`src/hw/lcf_regs.svh`:
```
// Purpose: Constants for the load control frame builder: offsets, field bits, sentinels, resets.
// Assumes: Frame offsets count from the start delimiter at offset 0.
// Notes: Definitions only.
`ifndef LCF_REGS_SVH
`define LCF_REGS_SVH

// ==========================================================
// Framing
`define LCF_DELIM 8'h7e
`define LCF_CSUM_OK 8'hff
`define LCF_OFF_LEN_HI 8'h01
`define LCF_OFF_LEN_LO 8'h02
`define LCF_OFF_BODY 8'h03

// ==========================================================
// Field offsets
`define LCF_OFF_NET_HI 8'h0d
`define LCF_OFF_NET_LO 8'h0e
`define LCF_OFF_FCTRL 8'h17
`define LCF_OFF_EVID0 8'h1a
`define LCF_OFF_EVID1 8'h1b
`define LCF_OFF_EVID2 8'h1c
`define LCF_OFF_EVID3 8'h1d
`define LCF_OFF_HEAT_LO 8'h2c
`define LCF_OFF_HEAT_HI 8'h2d
`define LCF_OFF_LOAD 8'h2e
`define LCF_OFF_DUTY 8'h2f
`define LCF_OFF_EVCTRL 8'h30

// ==========================================================
// Frame control byte fields
`define LCF_FC_TYPE_LO 0
`define LCF_FC_TYPE_HI 1
`define LCF_FC_TYPE_CLUSTER 2'h1
`define LCF_FC_VENDOR 2
`define LCF_FC_DIR 3
`define LCF_FC_NO_DRSP 4
`define LCF_FC_RSVD_LO 5
`define LCF_FC_RSVD_HI 7

// ==========================================================
// Unused-field sentinels
`define LCF_HEAT_UNUSED 16'h8000
`define LCF_LOAD_UNUSED 8'h80
`define LCF_DUTY_UNUSED 8'hff

// ==========================================================
// Destination address
`define LCF_DEST_UPPER_RST 32'h0
`define LCF_DEST_LOWER_RST 32'h0
`define LCF_DEST_BCAST 64'hffff
`define LCF_DEST_COORD 64'h0

`endif

```
`src/hw/lcf_pkg.sv`:
```
// Purpose: Types shared by the frame receiver and the load control frame builder.
// Assumes: Nothing beyond lcf_regs.svh.
// Notes: Types only.
package lcf_pkg;

   // ==========================================================
   // Receiver
   typedef enum logic [2:0] {RX_IDLE, RX_LEN_HI, RX_LEN_LO, RX_BODY, RX_CSUM} rx_state_t;

   typedef struct packed {
      logic valid;
      logic [7:0] offset;
      logic [7:0] data;
   } rx_byte_t;

   typedef struct packed {
      rx_state_t st;
      logic [15:0] remain;
      logic [7:0] offset;
      logic [7:0] sum;
      rx_byte_t out;
      logic ok;
      logic bad;
   } rx_regs_t;

   // ==========================================================
   // Decoded event and builder registers
   typedef struct packed {
      logic cluster_cmd;
      logic vendor;
      logic to_client;
      logic default_rsp;
      logic reserved_bad;
   } fc_t;

   typedef struct packed {
      logic [15:0] net_addr;
      fc_t fc;
      logic [31:0] event_id;
      logic [15:0] heat_sp;
      logic heat_used;
      logic [7:0] load_limit;
      logic load_used;
      logic [7:0] duty;
      logic duty_used;
      logic [7:0] event_ctrl;
   } event_t;

   typedef struct packed {
      event_t shadow;
      event_t live;
      logic [7:0] last_off;
      logic [31:0] hi;
      logic [31:0] lo;
      logic bcast;
      logic coord;
      logic good;
      logic err;
   } main_regs_t;

endpackage : lcf_pkg

```
`src/hw/load_control_frame_builder.sv`:
```
// Purpose: Checks host command frames and decodes the load control event they carry;
//          holds the 64-bit destination address settings.
// Assumes: Host bytes arrive from logic on i_clk; settings written by the host-side parser.
// Notes: Decoded fields update only on a frame that passes checksum and length checks.
`timescale 1ns/1ps
`default_nettype none
`include "lcf_regs.svh"

module load_control_frame_builder (
   // Clock and reset
   input wire logic i_clk,
   input wire logic i_nrst,
   // Host byte stream
   input wire logic i_rx_valid,
   input wire logic [7:0] i_rx_byte,
   // Destination address settings
   input wire logic i_cfg_wr,
   input wire logic i_cfg_upper,
   input wire logic [31:0] i_cfg_wdata,
   // Decoded event and frame verdicts
   output lcf_pkg::event_t o_event,
   output logic o_frame_good,
   output logic o_frame_err,
   // Destination address state
   output logic [31:0] o_dest_addr_upper,
   output logic [31:0] o_dest_addr_lower,
   output logic o_dest_broadcast,
   output logic o_dest_coordinator
);

   lcf_pkg::rx_byte_t body;
   logic rx_ok;
   logic rx_bad;
   lcf_pkg::main_regs_t r;
   lcf_pkg::main_regs_t next_r;

   lcf_frame_rx u_rx (
      .i_clk(i_clk),
      .i_nrst(i_nrst),
      .i_valid(i_rx_valid),
      .i_byte(i_rx_byte),
      .o_body(body),
      .o_ok(rx_ok),
      .o_bad(rx_bad)
   );

   // ==========================================================
   // Helpers
   function automatic lcf_pkg::event_t take_byte(lcf_pkg::event_t e, logic [7:0] off,
                                                 logic [7:0] b);
      lcf_pkg::event_t t;
      t = e;
      case (off)
         `LCF_OFF_NET_HI: t.net_addr[15:8] = b;
         `LCF_OFF_NET_LO: t.net_addr[7:0] = b;
         `LCF_OFF_FCTRL: begin
            t.fc.cluster_cmd = (b[`LCF_FC_TYPE_HI:`LCF_FC_TYPE_LO] == `LCF_FC_TYPE_CLUSTER);
            t.fc.vendor = b[`LCF_FC_VENDOR];
            t.fc.to_client = b[`LCF_FC_DIR];
            t.fc.default_rsp = ~b[`LCF_FC_NO_DRSP];
            t.fc.reserved_bad = |b[`LCF_FC_RSVD_HI:`LCF_FC_RSVD_LO];
         end
         `LCF_OFF_EVID0: t.event_id[7:0] = b;
         `LCF_OFF_EVID1: t.event_id[15:8] = b;
         `LCF_OFF_EVID2: t.event_id[23:16] = b;
         `LCF_OFF_EVID3: t.event_id[31:24] = b;
         `LCF_OFF_HEAT_LO: t.heat_sp[7:0] = b;
         `LCF_OFF_HEAT_HI: t.heat_sp[15:8] = b;
         `LCF_OFF_LOAD: t.load_limit = b;
         `LCF_OFF_DUTY: t.duty = b;
         `LCF_OFF_EVCTRL: t.event_ctrl = b;
         default: t = e;
      endcase
      t.heat_used = (t.heat_sp != `LCF_HEAT_UNUSED);
      t.load_used = (t.load_limit != `LCF_LOAD_UNUSED);
      t.duty_used = (t.duty != `LCF_DUTY_UNUSED);
      return t;
   endfunction : take_byte

   function automatic logic is_bcast(logic [31:0] hi, logic [31:0] lo);
      return {hi, lo} == `LCF_DEST_BCAST;
   endfunction : is_bcast

   function automatic logic is_coord(logic [31:0] hi, logic [31:0] lo);
      return {hi, lo} == `LCF_DEST_COORD;
   endfunction : is_coord

   // ==========================================================
   // Next state
   always_comb begin
      next_r = r;
      next_r.good = 1'b0;
      next_r.err = 1'b0;
      if (body.valid) begin
         next_r.shadow = take_byte(r.shadow, body.offset, body.data);
         next_r.last_off = body.offset;
      end
      // A short frame never reaches the option byte, so its fields stay untrusted
      if (rx_ok && r.last_off >= `LCF_OFF_EVCTRL) begin
         next_r.live = r.shadow;
         next_r.good = 1'b1;
         next_r.last_off = 8'h0;
      end else if (rx_ok || rx_bad) begin
         next_r.err = 1'b1;
         next_r.last_off = 8'h0;
      end
      if (i_cfg_wr) begin
         if (i_cfg_upper) begin
            next_r.hi = i_cfg_wdata;
         end else begin
            next_r.lo = i_cfg_wdata;
         end
      end
      next_r.bcast = is_bcast(next_r.hi, next_r.lo);
      next_r.coord = is_coord(next_r.hi, next_r.lo);
   end

   always_ff @(posedge i_clk or negedge i_nrst) begin
      if (!i_nrst) begin
         r <= '0;
         r.hi <= `LCF_DEST_UPPER_RST;
         r.lo <= `LCF_DEST_LOWER_RST;
         r.coord <= 1'b1;
      end else begin
         r <= next_r;
      end
   end

   assign o_event = r.live;
   assign o_frame_good = r.good;
   assign o_frame_err = r.err;
   assign o_dest_addr_upper = r.hi;
   assign o_dest_addr_lower = r.lo;
   assign o_dest_broadcast = r.bcast;
   assign o_dest_coordinator = r.coord;
endmodule : load_control_frame_builder
`default_nettype wire

```
`src/hw/lcf_frame_rx.sv`:
```
// Purpose: Byte-serial frame receiver: delimiter, length, body with offsets, checksum.
// Assumes: Bytes come from logic on i_clk, one per i_valid cycle.
// Notes: A delimiter inside a body is treated as data; resync only after the checksum.
`timescale 1ns/1ps
`default_nettype none
`include "lcf_regs.svh"

module lcf_frame_rx (
   // Clock and reset
   input wire logic i_clk,
   input wire logic i_nrst,
   // Byte stream in
   input wire logic i_valid,
   input wire logic [7:0] i_byte,
   // Body bytes and verdict out
   output lcf_pkg::rx_byte_t o_body,
   output logic o_ok,
   output logic o_bad
);

   lcf_pkg::rx_regs_t r;
   lcf_pkg::rx_regs_t next_r;

   // ==========================================================
   // Next state
   always_comb begin
      next_r = r;
      next_r.out.valid = 1'b0;
      next_r.ok = 1'b0;
      next_r.bad = 1'b0;
      if (i_valid) begin
         unique case (r.st)
            lcf_pkg::RX_IDLE: begin
               if (i_byte == `LCF_DELIM) begin
                  next_r.st = lcf_pkg::RX_LEN_HI;
                  next_r.offset = `LCF_OFF_LEN_HI;
               end
            end
            lcf_pkg::RX_LEN_HI: begin
               next_r.remain[15:8] = i_byte;
               next_r.offset = `LCF_OFF_LEN_LO;
               next_r.st = lcf_pkg::RX_LEN_LO;
            end
            lcf_pkg::RX_LEN_LO: begin
               next_r.remain[7:0] = i_byte;
               next_r.offset = `LCF_OFF_BODY;
               next_r.sum = 8'h0;
               next_r.st = ({r.remain[15:8], i_byte} == 16'h0) ?
                  lcf_pkg::RX_CSUM : lcf_pkg::RX_BODY;
            end
            lcf_pkg::RX_BODY: begin
               next_r.out.valid = 1'b1;
               next_r.out.offset = r.offset;
               next_r.out.data = i_byte;
               next_r.sum = 8'(r.sum + i_byte);
               // Offsets saturate; fields past 0xff are never decoded
               next_r.offset = (r.offset == 8'hff) ? r.offset : 8'(r.offset + 8'h1);
               next_r.remain = 16'(r.remain - 16'h1);
               if (r.remain == 16'h1) begin
                  next_r.st = lcf_pkg::RX_CSUM;
               end
            end
            lcf_pkg::RX_CSUM: begin
               next_r.ok = (8'(r.sum + i_byte) == `LCF_CSUM_OK);
               next_r.bad = (8'(r.sum + i_byte) != `LCF_CSUM_OK);
               next_r.st = lcf_pkg::RX_IDLE;
            end
            default: next_r.st = lcf_pkg::RX_IDLE;
         endcase
      end
   end

   always_ff @(posedge i_clk or negedge i_nrst) begin
      if (!i_nrst) begin
         r <= '0;
      end else begin
         r <= next_r;
      end
   end

   assign o_body = r.out;
   assign o_ok = r.ok;
   assign o_bad = r.bad;
endmodule : lcf_frame_rx
`default_nettype wire

```
`config.mk`:
```
export PLATFORM = sky130hd
export DESIGN_NAME = load_control_frame_builder
export DESIGN_NICKNAME = d
export VERILOG_FILES = /design/src/hw/lcf_pkg.sv /design/src/hw/load_control_frame_builder.sv /design/src/hw/lcf_frame_rx.sv
export VERILOG_INCLUDE_DIRS = /design/src /design/src/hw
export SDC_FILE = /design/constraint.sdc
export NUM_CORES = 1
export LEC_CHECK = 0
export BUFFER_PORTS_ARGS = -buffer_cell sky130_fd_sc_hd__buf_2
export CAP_MARGIN = 20
export CORE_AREA = 2 2 159 161
export DETAILED_ROUTE_END_ITERATION = 8
export DIE_AREA = 0 0 161 163
export GPL_TIMING_DRIVEN = 0
export PLACE_DENSITY = 0.79
export SLEW_MARGIN = 5
export SYNTH_ARGS = -nofsm -noshare
export SYNTH_HDL_FRONTEND = slang
export SYNTH_SLANG_ARGS = --single-unit
```
`constraint.sdc`:
```
create_clock -name i_clk -period 3.4 [get_ports i_clk]
set_clock_uncertainty 0.1 [all_clocks]
set_input_delay 0.51 -clock i_clk [delete_from_list [all_inputs] [get_ports i_clk]]
set_output_delay 0.51 -clock i_clk [all_outputs]
set_load 0.1 [all_outputs]
```
Word level (Yosys, flattened, before mapping)
Cells that the tools add are included. Widths: inputs -> output; s select.

$add $sub $neg: 3. Multiplexer cells: 30. Equality and inequality tests: 29. Magnitude comparators: 1. Reductions and logical operators: 23. Bitwise gates (word level): 1.

Operators by type and width (count): $mux 8 (13); $eq 64x16->1 const B (1); $logic_not 64->1 (1); $mux 32 (2); $mux 64 (1); $pmux 8 s2 (3); $eq 8x5->1 const B (5); $eq 8x6->1 const B (5); $pmux 8 s4 (1); $ne 8x8->1 const B (3); $reduce_and 2->1 (11); $mux 19 (1); $mux 17 (1); $eq 16x1->1 const B (1); $eq 8x4->1 const B (2); $eq 8x8->1 const B (2); $logic_not 16->1 (1); $ne 16x16->1 const B (1); $sub 16x1->16 const B (1); $pmux 3 s4 (1); $mux 3 (3); $add 8x1->8 const B (1); $add 8x8->8 (1); $eq 8x7->1 const B (1); 19 further kinds (24).

Output and inout port bits: 164. Input port bits: 45. Register bits after elaboration: 322. Logic and storage cells: 136.

Depth between registers and ports, before layout
Gate-level depths: netlist of run 1.

Depth in word-level cells: 4. Mapped depth: 7. Depth with buffers taken out: 7.

Hierarchy
From an unflattened synthesis of run 1, not the netlist that was laid out.

Cells, all modules: 1462. Area, all modules: 14914.3 µm².

By module, submodules not included: load_control_frame_builder (sequential area each 6607.6 µm², cells each 1112, instances 1, area an instance 11810.1 µm²); lcf_frame_rx (sequential area each 1351.3 µm², cells each 350, instances 1, area an instance 3104.2 µm²).

Worst setup path after synthesis of run 1
No wires, ideal clock.

Kind: input to register. Start: in i_rx_byte[0]. End: reg u_rx.r, in the netlist u_rx.o_bad. Arrival time: 2.059 ns. Cell stages on the path: 7. Required time: 3.176 ns. Setup time: 0.124 ns. Setup slack: 1.117 ns. Path buffers: 0. Cell sequence: ha_1 -> fa_1 -> a211oi_1 -> nor2_1 -> xor2_1 -> nand4_1 -> o31a_1.

RTL lines: start, declared (line load_control_frame_builder.sv:15) `input wire logic [7:0] i_rx_byte,`; end signal, assigned (line lcf_frame_rx.sv:77) `r <= next_r;`; end, declared (line lcf_frame_rx.sv:21) `lcf_pkg::rx_regs_t r;`.

Worst setup path in the final report of run 1
Start: reg r[73] in the netlist's numbering. End: reg r, in the netlist o_event[62].

Cells in the longest elaborated chain, start to end: 2.

RTL lines: start, declared (line load_control_frame_builder.sv:34) `lcf_pkg::main_regs_t r;`; start signal, assigned (line load_control_frame_builder.sv:125) `r <= next_r;`; $ge 8x6->1 (no source line); $logic_and 1x1->1 (no source line).

No other way between the ends. A chain may end at the register's enable or synchronous reset.

==> impl_metrics.ini, run 1 <==
[pwr]
p_total_mw = 11.0
power_density_nw_per_um2 = 638
vdd_drop_max_v = 0.000544
p_leak_nw = 9.25

[setup_path]
rr_worst_depth = 7
startpoint_type = register
cp-end-kind = register
worst-endpoint-arrival_ns = 2.93
critPathKind = register to register
required_ns = 3.74
r2r-start = r[73]
reg2reg_slack_ns = 0.81
r2r-end = o_event[62]
worstPathMaxFanout = 10

[synthesis]
netlist_instances = 1447
ys_types = 62
syn-cell-area_um2 = 14600
synth_flop_cell = dfrtp_1
synthArstFlopShare = 1.00
yosysWarnings = 0
synth_edf_count = 0
synth_top_area_cell = dfrtp_1
syn_nets = 1503
syn_avg_cell_area_um2 = 10.1
synth_area_leaders = dfrtp_1 54%, nand2_1 12%, mux2_2 9.5%
synth_top_area_frac = 0.545
synth-seq-cells = 318
ys_seq_area_frac = 0.546

[hold_path]
min_to = o_dest_addr_lower[25]
holdPathStages = 3
hp-class = input pin to register
min-delay-start = i_cfg_wdata[25]

[global_route]
grt_pass1_vias = 10700
grt_max_degree = 123
overflow = 0
grt_util_all_layers = 0.262
grt_antenna_before_repair = 0
grt_pass1_wl_um = 55100

[run]
drv_cap = 0

[clock_network]
numCtsBuffers = 31
clkLatencyLatePin_ns = 0.55
clockRootBuffer = clkbuf_16
cts_sinks = 318
htreeDepth = 1
clock_path_buffers = 3
cts_tree = built
cts-resized-gates = 0
clk_pin_slew_ns = 0.07

[sta]
finalSetupTns_ns = 0
fin_crit_ns = 2.59
relSlewSlack = 0.351
rsz0062_at_grt = false
holdWs_ns = 0.0845
worstMarginPinSlew_ns = 0.966
fin_crit_sh = 0.763
hold_viol = 0
max_clock_freq_mhz = 386
setup_violations = 0
slew_viol_final = 0

[final_layout]
instances_no_fill = 2048
final_cell_mix = 463 x nand2_1, 317 x dfrtp_1, 209 x buf_2
layout.nets = 1749
num_antenna_cells = 0
area_delta_synth_final_pct = 18.2
final_common_cell = nand2_1
drive_above_1_share = 0.329
utilization = 0.698

[placed_design]
hpwl_um = 24000
place_congestion = 0.916
placedCellCount = 1988
io_buffers = 208

[floorplan]
initial_core_util = 0.590
die_y_um = 163
die_w_um = 161
core_um2 = 24700
row_count = 58
dieArea_um2 = 26200
ioPinCount = 209

[drt]
first_pass_iters = 5
vias = 11000
wl_per_cell_um = 16.8
drc = 0
vias_per_cell = 5.36
wirelength_um = 34400
ant_nets = 0
drt_iter0_markers = 697

[status]
outcome = finished clean
-- sequential cells by signal, indices dropped and copies added (netlist names) --
register and flops:
u_rx.o_bad 1, o_dest_coordinator 1, r 100, o_dest_addr_lower 32
o_frame_err 1, u_rx.r 35, o_frame_good 1, o_event 96
u_rx.o_ok 1, o_dest_broadcast 1, o_dest_addr_upper 32, u_rx.o_body 17
-- worst max-delay path, stage by stage (launching register included) --
cell	delay (ns)
dfrtp_1	0.38
a211o_1	0.31
nand2_1	0.40
clkinv_1	0.31
clkbuf_1	0.41
buf_1	0.35
nand2_1	0.15
nand2_1	0.06
-- cell type report --
type	instances	area (µm²)
fillers	1865	7450
clock buffers	43	901
flip-flops and latches	318	7960
plain buffers	227	1460
well taps	330	413
inverters	13	48.8
clock inverters	15	189
repair buffers	213	1150
multi-input cells	889	5100
-- cell usage after synthesis, types with 3 or more instances --
cell	number
a21o_1	3
a21oi_1	20
a22o_1	7
a31oi_1	7
a41oi_1	5
and2_1	6
and3_1	5
buf_1	8
buf_4	160
clkbuf_1	57
dfrtp_1	317
ha_1	10
inv_1	12
mux2_2	123
mux2i_1	6
nand2_1	463
nand2b_1	5
nand3_1	17
nand3b_1	3
nand4_1	18
nor2_1	41
nor2b_1	5
nor3_1	12
nor4_1	29
nor4b_1	6
o211ai_1	5
o21ai_0	38
o31ai_1	5
o41ai_1	3
or2_2	3
or3_1	3
or4_1	3
xnor2_1	3
xor2_1	4
-- routing by layer --
metal,part of all wire,track usage,up-vias
li1,-,-,5180
met2,0.50,0.459,351
met5,0,0,-
met4,0.023,0.0718,0
met3,0.055,0.0362,60
met1,0.42,0.344,5395
-- where the power goes --
group	total, mW	internal, mW	switching [mW]
Clock	3.59	2.15	1.43
Combinational	2.91	0.817	2.09
Sequential	4.49	4.13	0.362
Total	11.0	7.10	3.89
-- cells by family after synthesis --
| group | Yosys count | share of synthesized area |
|---|---|---|
| simple gates | 632 | 0.188 |
| flops | 318 | 0.546 |
| buf+inv | 240 | 0.103 |
| mux | 129 | 0.0992 |
| compound gates | 110 | 0.0489 |
| fa+ha+maj | 11 | 0.00996 |
| xor+xnor | 7 | 0.00421 |
-- repair_timing --
item | CTS | global route
buffers inserted | 0 | 0
hold buffers | 1 | 0
hold endpoints to repair | 114 | 0
-- how the worst max path moves through the flow --
stage / startpoint / endpoint / slack, ns
after global placement: i_nrst / u_rx.r[40] / -4.10
final: r[73] / o_event[62] / 0.81
after detailed placement: i_rx_byte[0] / u_rx.o_ok / 0.61
after global routing: r[73] / o_event[47] / 0.70
after floorplan: i_rx_byte[0] / u_rx.o_bad / 1.12
after CTS: r[73] / o_event[47] / 0.90
-- through the flow --
| stage | cell area [µm²] | worst slack [ns] |
|---|---|---|
| final | 17200 | 0.806 |
| after global routing | 17200 | 0.699 |
| after CTS | 17200 | 0.895 |
| after detailed placement | 16100 | 0.615 |
| after global placement | 16000 | -4.10 |
| after floorplan | 14600 | 1.12 |
Power figures use the tool's default switching activity.
==> run 2, diff against run 1 <==
--- a/config.mk
+++ b/config.mk
@@ -8,11 +8,11 @@
 export LEC_CHECK = 0
 export BUFFER_PORTS_ARGS = -buffer_cell sky130_fd_sc_hd__buf_2
 export CAP_MARGIN = 20
-export CORE_AREA = 2 2 159 161
+export CORE_AREA = 2 2 163 165
 export DETAILED_ROUTE_END_ITERATION = 8
-export DIE_AREA = 0 0 161 163
+export DIE_AREA = 0 0 165 167
 export GPL_TIMING_DRIVEN = 0
-export PLACE_DENSITY = 0.79
+export PLACE_DENSITY = 0.76
 export SLEW_MARGIN = 5
 export SYNTH_ARGS = -nofsm -noshare
 export SYNTH_HDL_FRONTEND = slang
==> constraint.sdc (replaced) <==
create_clock -name i_clk -period 2.47 [get_ports i_clk]
set_clock_uncertainty 0.1 [all_clocks]
set_input_delay 0.3705 -clock i_clk [delete_from_list [all_inputs] [get_ports i_clk]]
set_output_delay 0.3705 -clock i_clk [all_outputs]
set_load 0.1 [all_outputs]
==> run 2 against run 1 <==
Sequential share of layout area down 0.63 points. Global-route usage shrank 0.74 points. Flip-flop and latch count stayed put. Register-to-register slack lost 0.70 ns. Routed wire length about the same. Non-clock buffer count up 9. Combinational power rose by 40%. Count of clock-buffer cells in the layout is 3 higher. First-iteration DRC count is 17% higher. Sequential power increased by 38%. Power increased by 42%. Critical endpoint is now u_rx.r[49]. Highest routed layer unchanged.
==> impl_metrics.ini, run 2 (synthesized netlist as in run 1, its figures left out) <==
[hold_path]
hp-class = input pin to register

[drt]
drt_iter0_markers = 813
drc = 0
vias_per_cell = 5.39
vias = 11100
first_pass_iters = 5
ant_nets = 0
wl_per_cell_um = 16.7
wirelength_um = 34400

[placed_design]
place_area_um2 = 16100
hpwl_um = 24300
placedCellCount = 1993
io_buffers = 208
place_congestion = 0.915
pre_cts_ws_ns = -0.108

[clock_network]
clkLatencyLatePin_ns = 0.51
numCtsBuffers = 34
clock_path_buffers = 3
htreeDepth = 2
clockRootBuffer = clkbuf_16
clk_pin_slew_ns = 0.06
cts_tree = built
cts_setup_buffers = 0
cts_sinks = 318

[pwr]
vdd_drop_max_v = 0.000675
p_sw_mw = 5.44
p_leak_nw = 9.34
power_density_nw_per_um2 = 895
internal_power_mw = 10.2
swShare = 0.348
p_total_mw = 15.6
pwr-share-comb = 0.260
clkPwrFrac = 0.344
p_seq_frac = 0.396

[sta]
fin_crit_sh = 0.956
worstMarginPinSlew_ns = 0.907
setup_violations = 0
rsz0062_at_grt = true
relSlewSlack = 0.396
max_clock_freq_mhz = 423
hold_viol = 0
slew_viol_final = 0
holdWs_ns = 0.00636
timing.final.ws_setup_ns = 0.108
fin_crit_ns = 2.36
finalSetupTns_ns = 0

[final_layout]
multi_input_area_um2 = 5150
final_common_cell = nand2_1
fillCellCount = 1970
layout.nets = 1761
utilization = 0.678
register_area_um2 = 7960
num_antenna_cells = 0
largest_register_ffs = 100
drive_above_1_share = 0.328
instances_no_fill = 2062
area_delta_synth_final_pct = 19.9
final_cell_mix = 462 x nand2_1, 317 x dfrtp_1, 209 x buf_2
final_cell_area_um2 = 17500
largest_register = r

[floorplan]
dieArea_um2 = 27600
die_w_um = 165
row_count = 59
die_y_um = 167
initial_core_util = 0.565
ioPinCount = 209
core_um2 = 25800

[setup_path]
cp-end-kind = register
worst-endpoint-arrival_ns = 2.67
startpoint_type = register
worstPathCellList = or4_1, buf_2, or4_4, o41ai_4, o221ai_1, a41oi_1
required_ns = 2.78
critPathKind = register to register
max_stage_delay_ns = 0.54
worstPathMaxFanout = 6
slowest_stage = or4_1

[global_route]
grt_util_all_layers = 0.254
grt_pass1_wl_um = 55900
grt_antenna_before_repair = 0
grt_pass1_vias = 10900
overflow = 0
grt_max_degree = 119

[run]
drv_cap = 0

[status]
outcome = finished clean
run 2: cell count changes in the layout (fill, tap and decap cells not counted), sizes merged:
cell | previous run | this run
clkbuf | 100 | 103
clkinvlp | 1 | 0
dlygate4sd3 | 1 | 10
bufinv | 4 | 6
inv | 13 | 14
clkinv | 10 | 5
run 2: cell type report:
type,instances,share of cell area
well taps,335,0.0240
clock inverters,12,0.0131
inverters,13,0.00279
clock buffers,46,0.0548
flip-flops and latches,318,0.456
multi-input cells,889,0.295
plain buffers,227,0.0833
repair buffers,222,0.0711
run 2: what timing repair did:
action / in CTS / in global routing
hold buffers: 10 / 0
hold endpoints to repair: 36 / 0
setup endpoints to repair: 16 / 52
resized for setup: 0 / 8
run 2: final timing paths:
check / startpoint / to / slack, ns / cells past startpoint
min reg2reg: r[267] / o_event[95] / 0.36 / 2
min in group asynchronous: i_nrst / o_event[85] / 0.21 / 2
max: u_rx.r[39] / u_rx.r[49] / 0.11 / 6
max in group asynchronous: i_nrst / u_rx.o_body[2] / 0.89 / 4
min: i_cfg_wdata[28] / o_dest_addr_lower[28] / 0.006 / 3
max reg2reg: u_rx.r[39] / u_rx.r[49] / 0.11 / 6
run 2: power by group through the flow:
stage | Clock, mW | Combinational, mW | Sequential [mW]
2_1_floorplan | 0 | 3.02 | 6.10
6_report | 5.38 | 4.06 | 6.18
3_3_place_gp | 0 | 3.88 | 6.23
3_5_place_dp | 0 | 3.98 | 6.25
4_1_cts | 5.46 | 4.02 | 6.16
5_1_grt | 5.70 | 4.39 | 6.24
run 2: worst max-delay path: cells and delay by family (launching register included):
family                 cells  cell delay [ns]
and+or+nand+nor            2             1.01
AOI/OAI and AO/OA          3             0.57
buffers and inverters      1             0.18
DFF                        1             0.41
run 2: per-layer routing:
layer	vias to the layer above	track usage	wire length, µm
li1	5196	-	-
met1	5492	0.353	15100
met2	352	0.415	16600
met3	83	0.0376	1780
met4	0	0.0771	984
met5	-	0	0
==> run 3, diff against run 2 <==
--- a/config.mk
+++ b/config.mk
@@ -9,10 +9,12 @@
 export BUFFER_PORTS_ARGS = -buffer_cell sky130_fd_sc_hd__buf_2
 export CAP_MARGIN = 20
 export CORE_AREA = 2 2 163 165
+export CTS_CLUSTER_SIZE = 10
 export DETAILED_ROUTE_END_ITERATION = 8
 export DIE_AREA = 0 0 165 167
 export GPL_TIMING_DRIVEN = 0
 export PLACE_DENSITY = 0.76
+export SETUP_SLACK_MARGIN = 0.3
 export SLEW_MARGIN = 5
 export SYNTH_ARGS = -nofsm -noshare
 export SYNTH_HDL_FRONTEND = slang
==> run 3 against run 2 <==
Routed wire length grew 2.5%. Worst setup slack gained 0.079 ns. Count of clock-buffer cells in the layout grew 3. Largest cell class unchanged. Global-route usage grew 0.79 points. Die area is the same. Critical path depth is the same.
==> impl_metrics.ini, run 3 (synthesized netlist as in run 1, its figures left out) <==
[pwr]
vdd_drop_max_v = 0.000651
pwr-share-comb = 0.284
swShare = 0.362
p_leak_nw = 9.45
power_density_nw_per_um2 = 876
p_seq_frac = 0.401
p_sw_mw = 5.58
clkPwrFrac = 0.315
internal_power_mw = 9.86

[setup_path]
cp-end-kind = register
worstPathMaxFanout = 3
required_ns = 2.80
crit_top_cell = or4_4
max_stage_delay_ns = 0.51
reg2reg_slack_ns = 0.19
worst-endpoint-arrival_ns = 2.61
worstPathCellList = or4_4, buf_6, or4_4, o41ai_4, o221ai_1, a41oi_1
slowest_stage = or4_4
critPathKind = register to register
startpoint_type = register

[floorplan]
die_w_um = 165
row_count = 59
ioPinCount = 209
core_um2 = 25800
initial_core_util = 0.565
dieArea_um2 = 27600
die_y_um = 167

[sta]
rsz0062_at_grt = true
slew_viol_final = 0
max_clock_freq_mhz = 438
setup_violations = 0
hold_viol = 0
relSlewSlack = 0.402
worstMarginPinSlew_ns = 0.896
finalSetupTns_ns = 0
fin_crit_sh = 0.924
fin_crit_ns = 2.28

[final_layout]
instances_no_fill = 2076
largest_register = r
area_delta_synth_final_pct = 21.0
largest_register_ffs = 100
fillCellCount = 1948
layout.nets = 1784
final_cell_mix = 462 x nand2_1, 316 x dfrtp_1, 209 x buf_2
drive_above_1_share = 0.349
num_antenna_cells = 0
final_common_cell = nand2_1

[status]
outcome = finished clean

[drt]
vias = 11200
wirelength_um = 35300
drc = 0
vias_per_cell = 5.39
ant_nets = 0
drt_iter0_markers = 794
wl_per_cell_um = 17.0
first_pass_iters = 5

[clock_network]
cts_tree = built
cts_sinks = 318
clock_path_buffers = 3
htreeDepth = 2
clkLatencyLatePin_ns = 0.52
clk_pin_slew_ns = 0.06
numCtsBuffers = 38
clockRootBuffer = clkbuf_16

[placed_design]
hpwl_um = 24300
place_congestion = 0.915
placedCellCount = 1993
io_buffers = 208

[global_route]
grt_pass1_vias = 11100
grt_max_degree = 119
overflow = 0
grt_util_all_layers = 0.262
grt_antenna_before_repair = 0
grt_pass1_wl_um = 57400

[hold_path]
hp-class = input pin to register

[run]
drv_cap = 0
[run 3: metrics by stage]
| stage | worst slack (ns) | cell area [µm²] | total power, mW | utilization | hold WS (ns) |
|---|---|---|---|---|---|
| floorplan | 0.310 | 14600 | 9.12 | - | -0.0251 |
| global placement | -4.95 | 16000 | 10.1 | 0.622 | 0.342 |
| detailed placement | -0.108 | 16100 | 10.2 | 0.626 | 0.139 |
| CTS | 0.192 | 17500 | 15.3 | 0.678 | 0.000779 |
| global route | 0.0929 | 17600 | 16.2 | 0.684 | 0.0112 |
| finish | 0.187 | 17600 | 15.4 | 0.684 | 0.0116 |
[run 3: critical path, delay by kind of cell (launching register included)]
| family | cells | cell delay [ns] |
|---|---|---|
| buf+inv | 1 | 0.14 |
| flops | 1 | 0.40 |
| compound gates | 3 | 0.59 |
| simple gates | 2 | 0.96 |
[run 3: final cells by class]
type	count	area, µm²	area share
Tap cell	335	419	0.0238
Clock buffer	49	1000	0.0568
Buffer	227	1480	0.0840
Clock inverter	4	42.5	0.00241
Inverter	13	48.8	0.00277
Timing Repair Buffer	241	1400	0.0796
Multi-Input combinational cell	889	5270	0.299
Sequential cell	318	7960	0.451
[run 3: worst paths after layout]
path,startpoint,depth (start not counted),end
max in group asynchronous,i_nrst,4,u_rx.r[38]
min in group asynchronous,i_nrst,2,o_event[93]
setup reg to reg,u_rx.r[38],6,u_rx.r[49]
hold reg to reg,r[173],2,o_event[1]
hold / removal,i_cfg_wdata[16],3,o_dest_addr_lower[16]
setup / recovery,u_rx.r[38],6,u_rx.r[49]
[run 3: power by group through the flow]
stage	Clock, mW	Combinational [mW]	Sequential (mW)
after floorplan	0	3.02	6.10
after global placement	0	3.88	6.23
after detailed placement	0	3.98	6.25
after CTS	4.95	4.17	6.17
after global routing	5.19	4.71	6.26
final	4.87	4.39	6.19
[run 3: what timing repair did]
action                                  4_1_cts  5_1_grt
setup buffers                                11        6
pin swaps                                    15       15
gates resized for setup                      21       45
endpoints found under the hold margin        41        0
hold buffers                                 13        0
endpoints found under the setup margin      116      121
[run 3: routing by layer]
layer  vias up  global-route usage  routed length (µm)
li1       5236                   -                   -
met1      5501               0.357               15200
met2       363               0.425               16900
met3        81              0.0389                1870
met4         0               0.102                1220
met5         -                   0                   0
